[src/include/clf_cfg.svh]
// Purpose: Constants for the clock loss failover control block
// Assumes: One 250 MHz system clock, all monitor inputs synchronous
// Notes: Timing counts assume the 4 ns system clock period
// Overview of operation
// [RULE_01] On one monitored clock failing, move system clock to the surviving source.
// [RULE_02] Alternate source stays selected until reset; never switch back automatically.
// [RULE_03] Reference failure in PLL mode drops lock and enters free-running mode until reset.
// [RULE_04] Free-running frequency follows output divider; specified rate assumes divider 000.
// [RULE_05] PLL failure selects reference as source until reset, even after relock.
// [RULE_06] Input failure monitor watches reference and feedback clocks of phase comparator.
// [RULE_07] Double failure, together or PLL first: reference failure dominates, try free-running.
// [RULE_08] If free-running cannot run after double failure, hold system static until reset.
// [RULE_09] Hold reset until reference and PLL both operate correctly. In bypass mode the code releases reset at once, without either check.
// [RULE_10] Stop-mode clock loss outcome depends on mode, enables, stop power and wakeup.
// [RULE_11] Fast wakeup, PLL on, loss then regain without lock: unstable, flags 0, sync rises.
// [RULE_12] Same settings, regain with lock: normal mode, in-sync 1, lock sticky 0.
// [RULE_13] Detection off, PLL on, slow wakeup, clock and lock regained: in-sync 1, sticky 0.
// [RULE_14] Detection off, PLL off in stop, fast wakeup, reference regained: unstable, sync rises.
// [RULE_15] Bypass input mode keeps clock-loss detection disabled; no alternate source.
// [RULE_16] With detection enabled, a clock below minimum frequency sets clock-fail sticky flag.
// [RULE_17] Clock-fail reset enable makes a detected clock loss assert system reset.
// [RULE_18] Sync-loss reset enable makes a detected loss of lock assert system reset.
// [RULE_19] Source switching produces no runt or shortened system clock pulses.
// [RULE_20] Current system clock source is visible to software.
`ifndef CLF_CFG_SVH
`define CLF_CFG_SVH
`define CLF_MIN_PERIOD_NS 64
`define CLF_CLK_NS 4
`define CLF_MISS_CYC ((`CLF_MIN_PERIOD_NS + `CLF_CLK_NS - 1) / `CLF_CLK_NS)
`define CLF_DIV_W 3
`define CLF_DIV_SPEC 3'h0
`define CLF_SRC_PLL 2'h0
`define CLF_SRC_REF 2'h1
`define CLF_SRC_FREE 2'h2
`define CLF_SRC_STATIC 2'h3
`endif

[src/include/clf_pkg.sv]
// Purpose: Types for the clock loss failover control block
// Assumes: Nothing beyond the config header
// Notes: States of the failover sequencer
`default_nettype none
package clf_pkg;
  typedef enum logic [2:0] {CLF_RESET, CLF_NORMAL, CLF_REF_SRC, CLF_FREE_RUN, CLF_STATIC}
    clf_state_t;
endpackage
`default_nettype wire

[src/rtl/clf_activity_mon.sv]
// Purpose: Flags a monitored clock as failed when its toggles stop arriving
// Assumes: Toggle input is synchronous to sys_clk_i
// Notes: Failure is a level that clears again once toggles return
`include "clf_cfg.svh"
`default_nettype none
module clf_activity_mon (
  input wire logic sys_clk_i,
  input wire logic rst_n_i,
  input wire logic enable_i,
  input wire logic toggle_i,
  output logic fail_o
);
  logic [6:0] cnt_r;
  logic [6:0] cnt_nxt;
  logic prev_r;
  logic fail_r;
  logic fail_nxt;
  always_comb
  begin
    cnt_nxt = cnt_r;
    fail_nxt = fail_r;
    if (!enable_i || (toggle_i != prev_r))
    begin
      cnt_nxt = 7'h00;
      fail_nxt = 1'b0;
    end
    else if (cnt_r == 7'(`CLF_MISS_CYC))
      fail_nxt = 1'b1; // [RULE_16]
    else
      cnt_nxt = cnt_r + 7'h01;
  end
  always_ff @(posedge sys_clk_i)
  begin
    if (!rst_n_i)
    begin
      cnt_r <= 7'h00;
      prev_r <= 1'b0;
      fail_r <= 1'b0;
    end
    else
    begin
      cnt_r <= cnt_nxt;
      prev_r <= toggle_i;
      fail_r <= fail_nxt;
    end
  end
  assign fail_o = fail_r;
endmodule
`default_nettype wire

[src/rtl/clf_failover_ctrl.sv]
// Purpose: Clock loss failover sequencer, flag logic and reset request
// Assumes: Lock and clock activity arrive as synchronous levels and toggles
// Notes: Source select is registered so the downstream glitch-free mux sees clean steps
`include "clf_cfg.svh"
`default_nettype none
module clf_failover_ctrl (
  input wire logic sys_clk_i,
  input wire logic rst_n_i,
  input wire logic bypass_mode_i,
  input wire logic fail_detect_enable_i,
  input wire logic clk_fail_reset_enable_i,
  input wire logic sync_loss_reset_enable_i,
  input wire logic fast_wakeup_i,
  input wire logic stop_mode_i,
  input wire logic pll_on_in_stop_i,
  input wire logic osc_on_in_stop_i,
  input wire logic [2:0] output_divider_i,
  input wire logic ref_toggle_i,
  input wire logic fb_toggle_i,
  input wire logic pll_lock_i,
  input wire logic free_run_ok_i,
  input wire logic mfd_change_i,
  output logic [1:0] clk_source_o,
  output logic [2:0] free_run_div_o,
  output logic free_run_spec_o,
  output logic pll_in_sync_flag_o,
  output logic lock_sticky_flag_o,
  output logic clk_fail_sticky_flag_o,
  output logic unstable_o,
  output logic sys_reset_req_o
);
  clf_pkg::clf_state_t st_r, st_nxt;
  logic ref_fail, fb_fail, mon_en, any_loss, lock_lost;
  logic lock_sticky_flag_r, lock_sticky_flag_nxt, clk_fail_sticky_flag_r, clk_fail_sticky_flag_nxt, sync_r, sync_nxt;
  logic lock_d_r, stop_d_r, unst_r, unst_nxt, rst_r, rst_nxt;
  logic [1:0] src_r, src_nxt;
  logic [2:0] div_r, div_nxt;

  // A source switched off for stop goes quiet on purpose, so its monitor rests meanwhile
  assign mon_en = !bypass_mode_i; // [RULE_15]
  clf_activity_mon u_ref_mon (
    .sys_clk_i(sys_clk_i),
    .rst_n_i(rst_n_i),
    .enable_i(mon_en && !(stop_mode_i && !osc_on_in_stop_i)),
    .toggle_i(ref_toggle_i),
    .fail_o(ref_fail)
  ); // [RULE_06]
  clf_activity_mon u_fb_mon (
    .sys_clk_i(sys_clk_i),
    .rst_n_i(rst_n_i),
    .enable_i(mon_en && !(stop_mode_i && !pll_on_in_stop_i)),
    .toggle_i(fb_toggle_i),
    .fail_o(fb_fail)
  ); // [RULE_06]

  assign any_loss = ref_fail || fb_fail;
  assign lock_lost = lock_d_r && !pll_lock_i && !bypass_mode_i;

  always_comb
  begin
    st_nxt = st_r;
    src_nxt = src_r;
    div_nxt = div_r;
    rst_nxt = 1'b0;
    case (st_r)
      clf_pkg::CLF_RESET:
      begin
        src_nxt = `CLF_SRC_PLL;
        if (bypass_mode_i || (!any_loss && pll_lock_i)) // [RULE_09]
          st_nxt = clf_pkg::CLF_NORMAL;
      end
      clf_pkg::CLF_NORMAL:
      begin
        // Detection off means a lost clock is waited out on the PLL, never failed over
        if (bypass_mode_i)
          st_nxt = clf_pkg::CLF_NORMAL; // [RULE_15]
        else if (any_loss && clk_fail_reset_enable_i && fail_detect_enable_i)
          rst_nxt = 1'b1; // [RULE_17] [RULE_10]
        else if (lock_lost && sync_loss_reset_enable_i)
          rst_nxt = 1'b1; // [RULE_18] [RULE_10]
        else if (ref_fail && fail_detect_enable_i)
        begin
          st_nxt = clf_pkg::CLF_FREE_RUN; // [RULE_03] [RULE_07]
          src_nxt = `CLF_SRC_FREE; // [RULE_01]
        end
        else if (fb_fail && fail_detect_enable_i)
        begin
          st_nxt = clf_pkg::CLF_REF_SRC; // [RULE_05]
          src_nxt = `CLF_SRC_REF; // [RULE_01]
        end
      end
      clf_pkg::CLF_REF_SRC:
      begin
        if (ref_fail)
        begin
          st_nxt = clf_pkg::CLF_FREE_RUN; // [RULE_07]
          src_nxt = `CLF_SRC_FREE;
        end
      end
      clf_pkg::CLF_FREE_RUN:
      begin
        div_nxt = output_divider_i; // [RULE_04]
        if (!free_run_ok_i)
        begin
          st_nxt = clf_pkg::CLF_STATIC; // [RULE_08]
          src_nxt = `CLF_SRC_STATIC;
        end
      end
      default:
        st_nxt = clf_pkg::CLF_STATIC; // [RULE_02] [RULE_08]
    endcase
  end

  always_comb
  begin
    clk_fail_sticky_flag_nxt = clk_fail_sticky_flag_r;
    lock_sticky_flag_nxt = lock_sticky_flag_r;
    sync_nxt = pll_lock_i && !bypass_mode_i && (st_r != clf_pkg::CLF_FREE_RUN); // [RULE_03]
    unst_nxt = unst_r;
    if (fail_detect_enable_i && !bypass_mode_i && any_loss)
      clk_fail_sticky_flag_nxt = 1'b1; // [RULE_16] [RULE_13] [RULE_14]
    // Lock sticky survives a planned multiplier change, not an unplanned loss
    if (st_r == clf_pkg::CLF_RESET && !bypass_mode_i && pll_lock_i && !any_loss)
      lock_sticky_flag_nxt = 1'b1;
    else if (lock_lost && !mfd_change_i)
      lock_sticky_flag_nxt = 1'b0; // [RULE_11] [RULE_12] [RULE_13]
    if (stop_d_r && !stop_mode_i)
      unst_nxt = fast_wakeup_i && !pll_lock_i; // [RULE_11] [RULE_14]
    else if (pll_lock_i)
      unst_nxt = 1'b0; // [RULE_12]
  end

  always_ff @(posedge sys_clk_i)
  begin
    if (!rst_n_i)
    begin
      st_r <= clf_pkg::CLF_RESET;
      src_r <= `CLF_SRC_PLL;
      div_r <= `CLF_DIV_SPEC;
      rst_r <= 1'b1;
      clk_fail_sticky_flag_r <= 1'b0;
      lock_sticky_flag_r <= 1'b0;
      sync_r <= 1'b0;
      unst_r <= 1'b0;
      lock_d_r <= 1'b0;
      stop_d_r <= 1'b0;
    end
    else
    begin
      st_r <= st_nxt;
      src_r <= src_nxt;
      div_r <= div_nxt;
      rst_r <= rst_nxt || (st_nxt == clf_pkg::CLF_RESET);
      clk_fail_sticky_flag_r <= clk_fail_sticky_flag_nxt;
      lock_sticky_flag_r <= lock_sticky_flag_nxt;
      sync_r <= sync_nxt;
      unst_r <= unst_nxt;
      lock_d_r <= pll_lock_i;
      stop_d_r <= stop_mode_i;
    end
  end

  assign clk_source_o = src_r; // [RULE_20] [RULE_19]
  assign free_run_div_o = div_r;
  assign free_run_spec_o = (src_r == `CLF_SRC_FREE) && (div_r == `CLF_DIV_SPEC); // [RULE_04]
  assign pll_in_sync_flag_o = sync_r;
  assign lock_sticky_flag_o = lock_sticky_flag_r;
  assign clk_fail_sticky_flag_o = clk_fail_sticky_flag_r;
  assign unstable_o = unst_r;
  // A level while its cause holds, a single cycle for a loss of lock; the system reset logic is expected to stretch it
  assign sys_reset_req_o = rst_r;

  a_src_holds: assert property (@(posedge sys_clk_i) disable iff (!rst_n_i) // [RULE_02]
    (src_r != `CLF_SRC_PLL) |=> (src_r != `CLF_SRC_PLL))
    else $error("Alternate source released");
  a_ref_to_free: assert property (@(posedge sys_clk_i) disable iff (!rst_n_i) // [RULE_03]
    (st_r == clf_pkg::CLF_NORMAL && ref_fail && !bypass_mode_i && !sync_loss_reset_enable_i
     && fail_detect_enable_i && !clk_fail_reset_enable_i) |=> src_r == `CLF_SRC_FREE)
    else $error("Reference loss did not enter free run");
  a_fb_to_ref: assert property (@(posedge sys_clk_i) disable iff (!rst_n_i) // [RULE_05]
    (st_r == clf_pkg::CLF_NORMAL && fb_fail && !ref_fail && !bypass_mode_i
     && !sync_loss_reset_enable_i && fail_detect_enable_i && !clk_fail_reset_enable_i)
    |=> src_r == `CLF_SRC_REF) else $error("Feedback loss did not select reference");
  a_bypass_pll: assert property (@(posedge sys_clk_i) disable iff (!rst_n_i) // [RULE_15]
    bypass_mode_i && src_r == `CLF_SRC_PLL |=> src_r == `CLF_SRC_PLL)
    else $error("Source changed in bypass");
  a_clk_fail_sticky_flag_set: assert property (@(posedge sys_clk_i) disable iff (!rst_n_i) // [RULE_16]
    fail_detect_enable_i && !bypass_mode_i && any_loss |=> clk_fail_sticky_flag_r)
    else $error("Clock fail flag not set");
  a_clk_fail_sticky_flag_off: assert property (@(posedge sys_clk_i) disable iff (!rst_n_i) // [RULE_13]
    !clk_fail_sticky_flag_r && !fail_detect_enable_i |=> !clk_fail_sticky_flag_r)
    else $error("Clock fail flag set while detection off");
  a_static_hold: assert property (@(posedge sys_clk_i) disable iff (!rst_n_i) // [RULE_08]
    st_r == clf_pkg::CLF_FREE_RUN && !free_run_ok_i |=> src_r == `CLF_SRC_STATIC [*2])
    else $error("Static hold not entered");
  a_lol_reset: assert property (@(posedge sys_clk_i) disable iff (!rst_n_i) // [RULE_18]
    st_r == clf_pkg::CLF_NORMAL && lock_lost && sync_loss_reset_enable_i |=> rst_r)
    else $error("Loss of lock reset missing");
  a_reset_hold: assert property (@(posedge sys_clk_i) disable iff (!rst_n_i) // [RULE_09]
    st_r == clf_pkg::CLF_RESET && !bypass_mode_i && !pll_lock_i |=> rst_r)
    else $error("Reset released without lock");
  a_no_detect_hold: assert property (@(posedge sys_clk_i) disable iff (!rst_n_i) // [RULE_13]
    st_r == clf_pkg::CLF_NORMAL && !fail_detect_enable_i |=> src_r == `CLF_SRC_PLL)
    else $error("Source changed with detection off");
  a_free_sync_low: assert property (@(posedge sys_clk_i) disable iff (!rst_n_i) // [RULE_03]
    st_r == clf_pkg::CLF_FREE_RUN |=> !sync_r)
    else $error("Lock shown in free run");
  a_free_div: assert property (@(posedge sys_clk_i) disable iff (!rst_n_i) // [RULE_04]
    st_r == clf_pkg::CLF_FREE_RUN |=> div_r == $past(output_divider_i))
    else $error("Free run divider not followed");
  a_ref_src_stay: assert property (@(posedge sys_clk_i) disable iff (!rst_n_i) // [RULE_05]
    st_r == clf_pkg::CLF_REF_SRC && !ref_fail |=> src_r == `CLF_SRC_REF)
    else $error("Reference source released");
  a_loss_reset: assert property (@(posedge sys_clk_i) disable iff (!rst_n_i) // [RULE_17]
    st_r == clf_pkg::CLF_NORMAL && !bypass_mode_i && any_loss && fail_detect_enable_i
    && clk_fail_reset_enable_i |=> rst_r)
    else $error("Clock loss reset missing");
  a_wake_unstable: assert property (@(posedge sys_clk_i) disable iff (!rst_n_i) // [RULE_11]
    stop_d_r && !stop_mode_i && fast_wakeup_i && !pll_lock_i |=> unst_r)
    else $error("Wakeup without lock not flagged");
  a_wake_locked: assert property (@(posedge sys_clk_i) disable iff (!rst_n_i) // [RULE_12]
    stop_d_r && !stop_mode_i && pll_lock_i && !bypass_mode_i && st_r == clf_pkg::CLF_NORMAL
    |=> !unst_r && sync_r)
    else $error("Locked wakeup not normal");
  a_lock_drop: assert property (@(posedge sys_clk_i) disable iff (!rst_n_i) // [RULE_11]
    lock_lost && !mfd_change_i |=> !lock_sticky_flag_r)
    else $error("Lock sticky flag kept after loss");
endmodule
`default_nettype wire

[config.mk]
export PLATFORM = sky130hd
export DESIGN_NAME = clf_failover_ctrl
export DESIGN_NICKNAME = d
export VERILOG_FILES = /design/src/include/clf_pkg.sv /design/src/rtl/clf_activity_mon.sv /design/src/rtl/clf_failover_ctrl.sv
export VERILOG_INCLUDE_DIRS = /design/src /design/src/include
export SDC_FILE = /design/constraint.sdc
export NUM_CORES = 1
export LEC_CHECK = 0
export ABC_AREA = 1
export BUFFER_PORTS_ARGS = -buffer_cell sky130_fd_sc_hd__buf_4
export CORE_MARGIN = 3
export CORE_UTILIZATION = 35
export CTS_CLUSTER_DIAMETER = 40
export DETAILED_ROUTE_END_ITERATION = 10
export SYNTH_ARGS = -nofsm -noshare
export SYNTH_HDL_FRONTEND = slang
export SYNTH_SLANG_ARGS = --single-unit
[constraint.sdc]
create_clock -name sys_clk_i -period 2.25 [get_ports sys_clk_i]
set_input_delay 0.3375 -clock sys_clk_i [delete_from_list [all_inputs] [get_ports sys_clk_i]]
set_output_delay 0.3375 -clock sys_clk_i [all_outputs]
set_load 0.005 [all_outputs]
**Word-level counts from Yosys, hierarchy flattened**

Index checks and enable logic that the tools add are counted.

- Output and inout port bits: 11
- Memory bits (writable): 0
- Memories kept: 0
- Bits of input ports: 18
- Word-level logic and storage cells: 107
- Register bits: 33
- Latch bits: 0
- Bits in read-only memories: 0

- Shift-type cells: 0
- Multiply operators: 0
- Muxes and demuxes: 25
- Reductions and logical operators: 48
- Eq/ne operators: 15
- Bitwise logic cells: 1
- Divide/modulo/power cells: 0
- Add/subtract/negate cells: 2
- Magnitude comparators: 0

Operator list:

| operator | number |
|---|---|
| 3-bit 2-to-1 mux | 8 |
| 1-bit logical AND | 23 |
| 7-bit by 1-bit adder with 7-bit output (second input constant) | 2 |
| 7-bit by 5-bit == test with 1-bit output (second input constant) | 2 |
| 2-bit 2-to-1 mux | 7 |
| 3-bit case mux with 4 select lines | 1 |
| 1-bit logical NOT | 11 |
| 3-bit logical NOT | 3 |
| 1-bit 2-to-1 mux | 8 |
| 2-bit inequality test (second input constant) | 4 |
| 2-bit case mux with 4 select lines | 1 |
| 7-bit AND reduction | 1 |
| 3-bit by 2-bit == test with 1-bit output (second input constant) | 2 |
| 1-bit logical OR | 5 |
| 2-bit nonzero test | 2 |
| 4-bit nonzero test | 1 |
| 2-bit OR reduction | 2 |
| 3-bit by 1-bit == test with 1-bit output (second input constant) | 1 |
| 3-bit by 2-bit inequality test with 1-bit output (second input constant) | 1 |
| 3-bit inequality test (second input constant) | 1 |
| 2-bit == test (second input constant) | 1 |
| 1-bit inequality test | 2 |
| 2-bit by 1-bit inequality test with 1-bit output (second input constant) | 1 |
| 1-bit inverter | 1 |

**Depth between registers and ports, before layout**

Gate-level depths: netlist of the first run.

- Depth after elaboration: 10
- Depth in mapped cells: 9
- Depth with buffers taken out: 9

**Hierarchy**

From an unflattened synthesis of the first run, not the netlist that was laid out.

- Cells, all modules: 246
- Area, all modules: 1687.9 um2

By module, submodules not included:

| module | times used | sequential area each (um2) | area each (um2) | cells an instance |
|---|---|---|---|---|
| clf_activity_mon | 2 | 180.2 | 446.7 | 64 |
| clf_failover_ctrl | 1 | 300.3 | 794.5 | 118 |

**Worst setup path before layout of the first run**

Ideal clock, no wire load.

- Path kind: register to register
- From: register u_ref_mon.cnt_r[0]
- To: register u_ref_mon.cnt_r[6]
- Data arrival time: 1014 ps
- Path buffers: 0
- Cell stages (with the launch flop): 6
- Library setup time: 116 ps
- Slack: 1120 ps
- Path through: dfxtp_1 ha_1 nand3_1 nor3_1 xor2_1 nor2_1

- Cells in the longest elaborated chain, start to end: 1
- Elaborated cells between the ends (all ways): 2
- Those cells by class: add/sub (1); eq/ne (1)

Ends and longest elaborated chain:

| what | line | text |
|---|---|---|
| from (decl) | clf_activity_mon.sv:13 | `logic [6:0] cnt_r;` |
| from (signal assigned) | clf_activity_mon.sv:42 | `cnt_r <= cnt_nxt;` |
| 7-bit by 1-bit adder with 7-bit output / 7-bit by 5-bit == test with 1-bit output (equally long branches) | clf_activity_mon.sv:30, clf_activity_mon.sv:27 |  |

Parallel ways exist; a longest one is shown, timed or not.
A chain may end at the register's enable or synchronous reset.

**Worst setup path in the final report of the first run**

- From: register div_r[1] (netlist: free_run_div_o[1])
- To: output free_run_spec_o

- Cells in the longest elaborated chain, start to end: 2

Ends and longest elaborated chain:

| what | line | text |
|---|---|---|
| from (decl) | clf_failover_ctrl.sv:37 | `logic [2:0] div_r, div_nxt;` |
| from (signal assigned) | clf_failover_ctrl.sv:139 | `` div_r <= `CLF_DIV_SPEC; `` |
| from (signal assigned) | clf_failover_ctrl.sv:152 | `div_r <= div_nxt;` |
| 3-bit logical NOT (no line) | n/a |  |
| 1-bit logical AND | clf_failover_ctrl.sv:165 | `` assign free_run_spec_o = (src_r == `CLF_SRC_FREE) && (div_r == `CLF_DIV_SPEC); `` |
| to (decl) | clf_failover_ctrl.sv:25 | `output logic free_run_spec_o,` |

Every way passes these cells.

==> metrics.md, run 1 <==
| Metric | Value |
|---|---|
| Yosys reg bits | `33` |
| Synthesis-to-layout area growth | `22.2%` |
| Peak supply drop | `296 uV` |
| Worst setup EP type | `output pin` |
| TritonRoute pass-1 iters | `4` |
| Remaining routing DRC violations | `0` |
| Fin util | `45.9%` |
| Setup TNS after final layout | `0 ps` |
| H-tree levels | `2` |
| Vias in the first global route | `1312` |
| Routed len/inst | `11.1 um` |
| Detailed placement HPWL | `2570 um` |
| DIE HEIGHT | `72.7 um` |
| Power density over the cells | `602 nW/um^2` |
| Largest net degree at the start of global routing | `14` |
| Vias per cell | `4.62` |
| Fillers | `446` |
| Cts hold-fix bufs | `0` |
| Worst Skew | `4.23 ps` |
| Net Count, Synth | `236` |
| Die Wd | `72.7 um` |
| Synthesis Warnings | `0` |
| Starting DRT DRC Count | `47` |
| Global-route wire length before repair | `5580 um` |
| RSZ-0062 raised after global routing | `false` |
| Hold Violations, Final | `0` |
| Core Rows | `23` |
| CP cell instances | `nor2_1, nand2_1, nor3_1, buf_4` |
| CTS clk-pin slew, worst paths | `60 ps` |
| Num ports | `29` |
| Fin area | `1900 um^2` |
| Diodes inserted | `0` |
| Non-Filler Instances | `299` |
| Starting Density | `37.5%` |
| CTS tree | `built` |
| Post-synthesis async set-or-reset flop share | `0%` |
| Hold endpoint | `stop_d_r` |
| Synth area leader | `dfxtp_1` |
| Antenna Violating Nets Remaining | `0` |
| Seq/Total Area, Yosys | `42.5%` |
| Syn Inst Count | `214` |
| Period utilization | `60.4%` |
| CP required | `1910 ps` |
| Final setup fails | `0` |
| Slowest stage delay, CP | `320 ps` |
| Cell Count Post-Placement | `291` |
| GPL Wtd Cong | `0.849` |
| GRT Total Usage | `13.6%` |
| Core region area | `4140 um^2` |
| Cell Area, Placed | `1820 um^2` |
| Max_slew headroom | `75.8%` |
| FF-to-FF path depth | `9` |
| Worst r2r dst | `sys_reset_req_o` |
| Final worst path period need | `1360 ps` |
| Resized cells post-CTS | `0` |
| Count leader, synth | `nand2_1` |
| RR Startpoint | `u_ref_mon.fail_o` |
| Max_cap viols | `0` |
| Layout cells sized above 1 | `17.7%` |
| Initial antenna violation count | `0` |
| Port Buffers | `28` |
| Worst-margin pin slew | `362 ps` |
| Hold Path Depth | `3` |
| Synth Flop Type | `dfxtp_1` |
| Clock Tree Root | `clkbuf_8` |
| Max Freq | `735 MHz` |
| Postcts setup bufs | `0` |
| Synth cell count leaders | `nand2_1, nor2_1, dfxtp_1` |
| Die ar. | `5280 um^2` |
| CP Class | `reg -> out` |
| Leak | `0.000887 uW` |
| CTS sink cnt | `33` |
| Final Max Slew Viols | `0` |
| TritonCTS buffer count | `5` |
| Overflow after GRT | `0` |
| Max Root-Sink Buffers | `2` |
| Slowest CP cell | `dfxtp_1` |
| Synthesized area per cell | `7.27 um^2` |
| Yosys cell types | `24` |
| Critical Path AT | `1020 ps` |
| Worst hold path class | `in -> reg` |
| Internal reg-to-reg setup slack | `900 ps` |
| Mapped Area | `1560 um^2` |
| Nature of the critical path startpoint | `flop` |
| Post-synth EDFFs | `0` |
| Worst hold start | `stop_mode_i` |
| Clk Latency, worst-skew pair | `290 ps` |
| Top post-synthesis cells by area | `dfxtp_1, nand2_1, nor2_1` |
| Critical Path Fanout Max | `3` |
| Area fraction of the dominant cell type after synthesis | `42.5%` |
| Final-stage net count | `270` |
| Via count | `1382` |
| Total wire length | `3320 um` |
| Run status | `completed` |
-- flip-flops by register name (all words and copies together) (netlist names), 2 cells and up --
name	cells
u_fb_mon.cnt_r	7
u_ref_mon.cnt_r	7
free_run_div_o	3
st_r	3
clk_source_o	2
-- where the power goes --
| part | internal, uW | switching, uW |
|---|---|---|
| clock network | 219 | 203 |
| registers | 599 | 9.63 |
| logic | 53.2 | 59.9 |
-- kinds of logic after synthesis --
kind of cell / count (synthesis) / share of synthesized area (%)
adders and majority gates: 4 / 3.22
AOI/OAI and AO/OA: 23 / 7.97
buffers and inverters: 34 / 8.45
xor gates and xnor gates: 11 / 6.20
and+or+nand+nor: 109 / 31.7
DFF: 33 / 42.5
-- critical path, delay by kind of cell, from the launching register on --
| kind | cells | cell delay, ps |
|---|---|---|
| and+or+nand+nor | 3 | 280 |
| buffers and inverters | 1 | 130 |
| DFF | 1 | 320 |
-- final cells by class --
cell class | count | area (um^2) | area share (%)
clock buffers | 8 | 80.1 | 4.21
repair buffers | 28 | 210 | 11.1
well taps | 50 | 62.6 | 3.29
multi-input cells | 147 | 763 | 40.2
flip-flops and latches | 33 | 661 | 34.8
inverters | 33 | 124 | 6.52
-- metal layers --
| metal | wire length (um) | GRT usage, % | vias to the layer above | part of all wire, % |
|---|---|---|---|---|
| met5 | 0 | 0 | - | 0 |
| met4 | 41 | 4.30 | 0 | 1.2 |
| met3 | 179 | 5.23 | 4 | 5.4 |
| met2 | 1490 | 20.7 | 28 | 45 |
| met1 | 1610 | 17.7 | 608 | 49 |
| li1 | - | - | 742 | - |
-- layout by cell type, fill, tap and decap left out, drive strengths merged --
master / instances
nor4: 1
inv: 33
nor2: 39
xnor2: 3
a31oi: 1
o32ai: 1
nand3: 16
clkbuf: 8
a21oi: 12
buf: 28
o21ai: 9
xor2: 8
dfxtp: 33
nand2: 40
nor3: 10
nor3b: 1
ha: 4
nand4: 2
-- metrics by stage --
stage / hold WS [ps] / total power, uW / worst slack (ps)
after detailed placement: 468 / 737 / 905
after global routing: 249 / 1200 / 733
final: 244 / 1140 / 890
after floorplan: 416 / 682 / 1120
after global placement: 475 / 737 / 933
after CTS: 244 / 1160 / 869
-- how the worst max path moves through the flow --
stage	start	to	slack (ps)	cells past startpoint
6_report	free_run_div_o[1]	free_run_spec_o	890	4
2_1_floorplan	u_ref_mon.cnt_r[0]	u_ref_mon.cnt_r[6]	1120	5
4_1_cts	free_run_div_o[1]	free_run_spec_o	870	4
3_3_place_gp	bypass_mode_i	sys_reset_req_o	930	9
3_5_place_dp	bypass_mode_i	u_ref_mon.cnt_r[2]	900	6
5_1_grt	u_ref_mon.fail_o	sys_reset_req_o	730	9
Power figures use the tool's default switching activity.
==> inputs of run 2 (changes only) <==
ABC_AREA = 0   (was 1)
clock period = 1.1 ns   (was 2.25 ns; I/O delays follow)
==> run 2 against run 1 <==
  * The flow now finishes with violations (negative setup slack)
  * Critical path type is now reg -> reg
  * Largest cell class unchanged
  * Clock-buffer cell count decreased by 1
  * Combinational power grew to 2.6 times the previous value
  * Setup slack worse by 1100 ps
  * Synthesized area down 0.64%
  * Sequential cell count stayed put
  * First-iteration DRC count down 38%
  * Highest routed layer unchanged
==> metrics.md, run 2 <==
| Metric | Value |
|---|---|
| Yosys cell types | `35 (+46%)` |
| Mux share of post-synthesis cell area | `5.18% (+5.2 points)` |
| Overflow after GRT | `0 (unchanged)` |
| Synthesis Warnings | `0 (unchanged)` |
| Xor and xnor area share after synthesis | `7.94% (+1.7 points)` |
| GRT Total Usage | `14.3% (+0.74 points)` |
| Mapped Area | `1550 um^2 (-0.64%)` |
| Routed len/inst | `13.1 um (+18%)` |
| Cell Area, Placed | `2060 um^2 (+13%)` |
| Vias per cell | `4.80 (+3.9%)` |
| Worst slack at placement | `-224 ps (-1130 ps)` |
| Peak supply drop | `864 uV (+190%)` |
| Synth Flop Type | `dfxtp_1` |
| Initial antenna violation count | `0 (unchanged)` |
| GPL Wtd Cong | `0.746 (-12%)` |
| Cts hold-fix bufs | `0 (unchanged)` |
| Max_slew headroom | `74.6% (-1.1 points)` |
| Worst-margin pin slew | `378 ps (+15.5 ps)` |
| Slowest CP cell | `dfxtp_2` |
| CP required | `1270 ps (-640 ps)` |
| Worst hold path class | `in -> reg` |
| Leak | `0.000973 uW (+9.7%)` |
| Final setup fails | `20 (+20)` |
| CTS sink cnt | `33 (unchanged)` |
| Remaining routing DRC violations | `0 (unchanged)` |
| Post-synth EDFFs | `0 (unchanged)` |
| Max Root-Sink Buffers | `2 (unchanged)` |
| Clk Latency, worst-skew pair | `280 ps (about the same)` |
| Core Rows | `23 (unchanged)` |
| Total wire length | `3570 um (+7.3%)` |
| Run status | `finished, violations left` |
| Worst Skew | `5.60 ps (+1.37 ps)` |
| Critical Path AT | `1480 ps (+460 ps)` |
| Largest net degree at the start of global routing | `19 (+5)` |
| Combinational family with the most area after synthesis | `simple AND/OR/NAND/NOR gates` |
| Synth area leader | `dfxtp_1` |
| Port Buffers | `28 (unchanged)` |
| Count leader, synth | `dfxtp_1` |
| FF+latch area | `684 um^2 (+3.6%)` |
| Starting Density | `37.5% (about the same)` |
| Synth cell count leaders | `dfxtp_1, nor2_1, xnor2_1` |
| Final worst path period need | `1310 ps` |
| Num ports | `29 (unchanged)` |
| Yosys reg bits | `33 (unchanged)` |
| Violated checks | `negative setup slack` |
| Hold Violations, Final | `0 (unchanged)` |
| Core region area | `4120 um^2 (-0.69%)` |
| Layout cells sized above 1 | `48.0% (+30 points)` |
| Worst setup EP type | `flop` |
| Fin area | `2300 um^2 (+21%)` |
| Vias in the first global route | `1361 (+3.7%)` |
| Post-synthesis async set-or-reset flop share | `0% (unchanged)` |
| Area fraction of the dominant cell type after synthesis | `42.8% (+0.28 points)` |
| CTS clk-pin slew, worst paths | `60 ps (about the same)` |
| CP Class | `reg -> reg` |
| Final Max Slew Viols | `0 (unchanged)` |
| Final-stage net count | `244 (-9.6%)` |
| Max_cap viols | `0 (unchanged)` |
| Commonest non-fill, non-tap cell in the layout | `buf_4` |
| Synthesis-to-layout area growth | `48.8%` |
| Multi-input combinational cell area | `952 um^2 (+25%)` |
| Diodes inserted | `0 (unchanged)` |
| Critical Path Fanout Max | `2 (-1)` |
| Via count | `1311 (-5.1%)` |
| CP cell instances | `nor4bb_4, buf_4, o41ai_4, o311ai_2, and3_1` |
| Largest regs | `u_fb_mon.cnt_r (7), u_ref_mon.cnt_r (7)` |
| Max Freq | `764 MHz` |
| Die ar. | `5250 um^2 (-0.59%)` |
| CTS tree | `built` |
| Syn Inst Count | `159 (-26%)` |
| Seq/Total Area, Yosys | `42.8% (+0.28 points)` |
| Fin util | `55.9% (+10 points)` |
| Period utilization | `119%` |
| Synth Area in Adders | `3.24% (+0.021 points)` |
| Clock Tree Root | `clkbuf_8` |
| H-tree levels | `2 (unchanged)` |
| Nature of the critical path startpoint | `flop` |
| DIE HEIGHT | `72.4 um (-0.30%)` |
| Setup ws final | `-208 ps (-1100 ps)` |
| Starting DRT DRC Count | `29 (-38%)` |
| TritonCTS buffer count | `5 (unchanged)` |
| Top post-synthesis cells by area | `dfxtp_1, xnor2_1, mux2i_1` |
| RSZ-0062 raised after global routing | `true` |
| Net Count, Synth | `181 (-23%)` |
| Most frequent cells in the layout | `buf_4, dfxtp_1, nor2_1` |
| Fillers | `372 (-17%)` |
| Power density over the cells | `1170 nW/um^2 (+94%)` |
| Synthesized area per cell | `9.72 um^2 (+34%)` |
| Slowest stage delay, CP | `320 ps (about the same)` |
| Global-route wire length before repair | `5900 um (+5.8%)` |
| Synth Area in Compound Gates | `9.55% (+1.6 points)` |
| Antenna Violating Nets Remaining | `0 (unchanged)` |
| Setup TNS after final layout | `-3040 ps (-3040 ps)` |
| Simple-gate area share of the yosys netlist | `27.9% (-3.8 points)` |
| TritonRoute pass-1 iters | `4 (unchanged)` |
| Detailed placement HPWL | `2540 um (-1.2%)` |
| Die Wd | `72.4 um (-0.30%)` |
run 2: cell count changes in the layout (fill, tap and decap cells not counted), moves of 10 or more:
cell / previous run / this run
nand2_1: 39 / 4
buf_4: 28 / 60
inv_1: 29 / 7
nor2_1: 37 / 17
dfxtp_1: 33 / 18
dfxtp_2: 0 / 13
a21oi_1: 12 / 2
run 2: what timing repair did:
item	CTS	global route
buffers inserted	0	2
setup endpoints to repair	27	27
pin swaps	16	11
gates resized for setup	14	13
run 2: kinds of logic after synthesis:
kind of cell / after synthesis
muxes: 8
AOI/OAI and AO/OA: 18
adders and majority gates: 4
and+or+nand+nor: 69
DFF: 33
buffers and inverters: 13
xor gates and xnor gates: 14
run 2: routing by layer:
metal | GRT usage, % | part of all wire (%)
met5 | 0 | 0
met4 | 6.15 | 2.2
met3 | 3.32 | 4.5
met2 | 24.3 | 47
met1 | 17.3 | 46
run 2: worst paths after layout:
check | depth (start not counted) | to | from | slack, ps
max | 5 | st_r[0] | lock_d_r | -210
min | 2 | u_fb_mon.prev_r | fb_toggle_i | 110
max reg2reg | 5 | st_r[0] | lock_d_r | -210
min reg2reg | 2 | lock_sticky_flag_o | lock_sticky_flag_o | 470
run 2: critical path, delay by kind of cell (launching register included):
family	cells	cell delay (ps)
and+or+nand+nor	2	340
DFF	1	320
AOI/OAI and AO/OA	2	400
buffers and inverters	1	140
run 2: layout make-up:
type,count,area share [%]
timing repair buffer,60,19.6
sequential,33,29.8
inverter,9,1.47
clock buffer,7,3.75
tap,50,2.72
clock inverter,1,1.31
multi-input combinational,113,41.4
run 2: power by group:
part           internal (uW)  switching (uW)
clock network            738             423
logic                    175             119
registers               1220            19.0
run 2: stage by stage:
step / power (uW) / hold WS [ps] / std cells
floorplan: 1380 / 241 / 159
global placement: 1530 / 392 / 263
detailed placement: 1530 / 394 / 263
CTS: 2710 / 99.2 / 271
global route: 2820 / 111 / 273
finish: 2690 / 107 / 273
==> inputs of run 3 (changes only) <==
MAX_ROUTING_LAYER = met4   (was default)
==> run 3 against run 2 <==
  * The flow still finishes with violations (negative setup slack)
  * Fmax is essentially flat
  * Sequential share of layout area is the same
  * Via count shrank 0.38%
  * Cell area is the same
  * Critical path depth is the same
  * Sequential power is essentially flat
  * Final cell count is the same
==> metrics.md, run 3 (same netlist as run 2, synthesis figures left out) <==
| Metric | Value |
|---|---|
| CTS tree | `built` |
| Core region area | `4120 um^2 (unchanged)` |
| Commonest non-fill, non-tap cell in the layout | `buf_4` |
| Leak | `0.000973 uW (unchanged)` |
| Max Freq | `764 MHz (about the same)` |
| Max_cap viols | `0 (unchanged)` |
| Final Max Slew Viols | `0 (unchanged)` |
| Cell Int Power | `2130 uW (unchanged)` |
| DR WL met2 | `1670 um (-0.54%)` |
| Fin util | `55.9% (unchanged)` |
| Hold Violations, Final | `0 (unchanged)` |
| Final setup fails | `20 (unchanged)` |
| Vias in the first global route | `1359 (-0.15%)` |
| CTS clk-pin slew, worst paths | `60 ps (about the same)` |
| Critical Path AT | `1480 ps (about the same)` |
| Fin area | `2300 um^2 (unchanged)` |
| Remaining routing DRC violations | `0 (unchanged)` |
| Overflow after GRT | `0 (unchanged)` |
| Peak supply drop | `863 uV (about the same)` |
| TritonCTS buffer count | `5 (unchanged)` |
| Via count | `1306 (-0.38%)` |
| RR Startpoint | `lock_d_r` |
| Sequential Power Share | `46.0% (about the same)` |
| Routed len/inst | `13.0 um (-0.25%)` |
| Power density over the cells | `1170 nW/um^2 (about the same)` |
| Clk Latency, worst-skew pair | `280 ps (about the same)` |
| Die ar. | `5250 um^2 (unchanged)` |
| Setup ws final | `-209 ps (-0.485 ps)` |
| Num ports | `29 (unchanged)` |
| DR WL met3 | `154 um (-4.9%)` |
| Worst hold path class | `in -> reg` |
| Diodes inserted | `0 (unchanged)` |
| Max Root-Sink Buffers | `2 (unchanged)` |
| FF-to-FF path depth | `5 (unchanged)` |
| Period utilization | `119% (about the same)` |
| Pwr Total | `2690 uW (about the same)` |
| Wire length on met1 | `1660 um (+0.61%)` |
| CP required | `1270 ps (about the same)` |
| Die Wd | `72.4 um (unchanged)` |
| Setup crit start | `lock_d_r` |
| Internal reg-to-reg setup slack | `-210 ps (about the same)` |
| Critical Path Fanout Max | `2 (unchanged)` |
| Starting DRT DRC Count | `28 (-3.4%)` |
| Final-stage net count | `244 (unchanged)` |
| Layout cells sized above 1 | `48.0% (unchanged)` |
| Worst setup EP type | `flop` |
| Final worst path period need | `1310 ps (+0.485 ps)` |
| Starting Density | `37.5% (unchanged)` |
| Violated checks | `negative setup slack` |
| Global-route wire length before repair | `5910 um (+0.12%)` |
| Total wire length | `3560 um (-0.25%)` |
| Sw frac | `20.8% (-0.046 points)` |
| GRT Total Usage | `14.8% (+0.45 points)` |
| Cell Area, Placed | `2060 um^2 (unchanged)` |
| End of the critical path | `st_r[0]` |
| CP Class | `reg -> reg` |
| Clock Tree Root | `clkbuf_8` |
| Worst r2r dst | `st_r[0]` |
| Antenna Violating Nets Remaining | `0 (unchanged)` |
| Largest regs | `u_fb_mon.cnt_r (7), u_ref_mon.cnt_r (7)` |
| Worst-margin pin slew | `378 ps (+0.00787 ps)` |
| Initial antenna violation count | `0 (unchanged)` |
| Port Buffers | `28 (unchanged)` |
| Combinational Power Share | `10.9% (about the same)` |
| Core Rows | `23 (unchanged)` |
| H-tree levels | `2 (unchanged)` |
| RSZ-0062 raised after global routing | `true` |
| Max_slew headroom | `74.6% (about the same)` |
| Highest routed layer | `met4` |
| Worst Skew | `5.61 ps (+0.00916 ps)` |
| TritonRoute pass-1 iters | `4 (unchanged)` |
| CTS sink cnt | `33 (unchanged)` |
| Most frequent cells in the layout | `buf_4, dfxtp_1, nor2_1` |
| Detailed placement HPWL | `2540 um (unchanged)` |
| Clock Power Share | `43.1% (about the same)` |
| DIE HEIGHT | `72.4 um (unchanged)` |
| Nature of the critical path startpoint | `flop` |
| Synthesis-to-layout area growth | `48.8% (unchanged)` |
| Largest net degree at the start of global routing | `19 (unchanged)` |
| GPL Wtd Cong | `0.755 (+1.3%)` |
| Net switching power | `560 uW (-0.28%)` |
| Fillers | `372 (unchanged)` |
| Setup TNS after final layout | `-3030 ps (+16.9 ps)` |
| Run status | `finished, violations left` |
| Vias per cell | `4.78 (-0.38%)` |
## run 3: cell type report
type                    instances  area [um^2]  share of cell area (%)
multi-input cells             113          952                    41.4
clock buffers                   7         86.3                    3.75
clock inverters                 1         30.0                    1.31
well taps                      50         62.6                    2.72
inverters                       9         33.8                    1.47
repair buffers                 60          450                    19.6
flip-flops and latches         33          684                    29.8
## run 3: critical path, stage by stage (launching register included)
cell,delay [ps]
dfxtp_2,320
nor4bb_4,160
buf_4,140
o41ai_4,210
o311ai_2,190
and3_1,180
## run 3: per-layer routing
| layer | track usage, % | vias to the layer above |
|---|---|---|
| li1 | - | 670 |
| met1 | 17.7 | 600 |
| met2 | 24.2 | 27 |
| met3 | 3.05 | 9 |
| met4 | 6.15 | 0 |
| met5 | - | - |
## run 3: worst min-delay path by stage
stage	startpoint	endpoint	slack [ps]	depth (start not counted)
after floorplan	pll_lock_i	unstable_o	240	1
after global placement	fb_toggle_i	u_fb_mon.prev_r	390	2
after detailed placement	fb_toggle_i	u_fb_mon.prev_r	390	2
after CTS	fb_toggle_i	u_fb_mon.prev_r	100	2
after global routing	ref_toggle_i	u_ref_mon.prev_r	110	2
final	fb_toggle_i	u_fb_mon.prev_r	110	2
## run 3: power by group through the flow
stage / Sequential, uW / Combinational (uW) / Clock, uW
final: 1240 / 294 / 1160
after global routing: 1240 / 321 / 1260
after CTS: 1240 / 277 / 1200
after detailed placement: 1260 / 267 / 0
after global placement: 1260 / 262 / 0
after floorplan: 1260 / 120 / 0
## run 3: per-stage QoR
step	worst slack [ps]	cells	hold WS [ps]
final	-209	273	107
after global routing	-287	273	111
after floorplan	-113	159	241
after detailed placement	-224	263	394
after CTS	-201	271	99.2
after global placement	-173	263	392
## run 3: timing repair
action,CTS,global route
hold endpoints to repair,0,0
endpoints found under the setup margin,27,27
gates cloned,0,0
buffers inserted,0,2
resized for setup,14,13
hold buffers,0,0
pin swaps,16,11
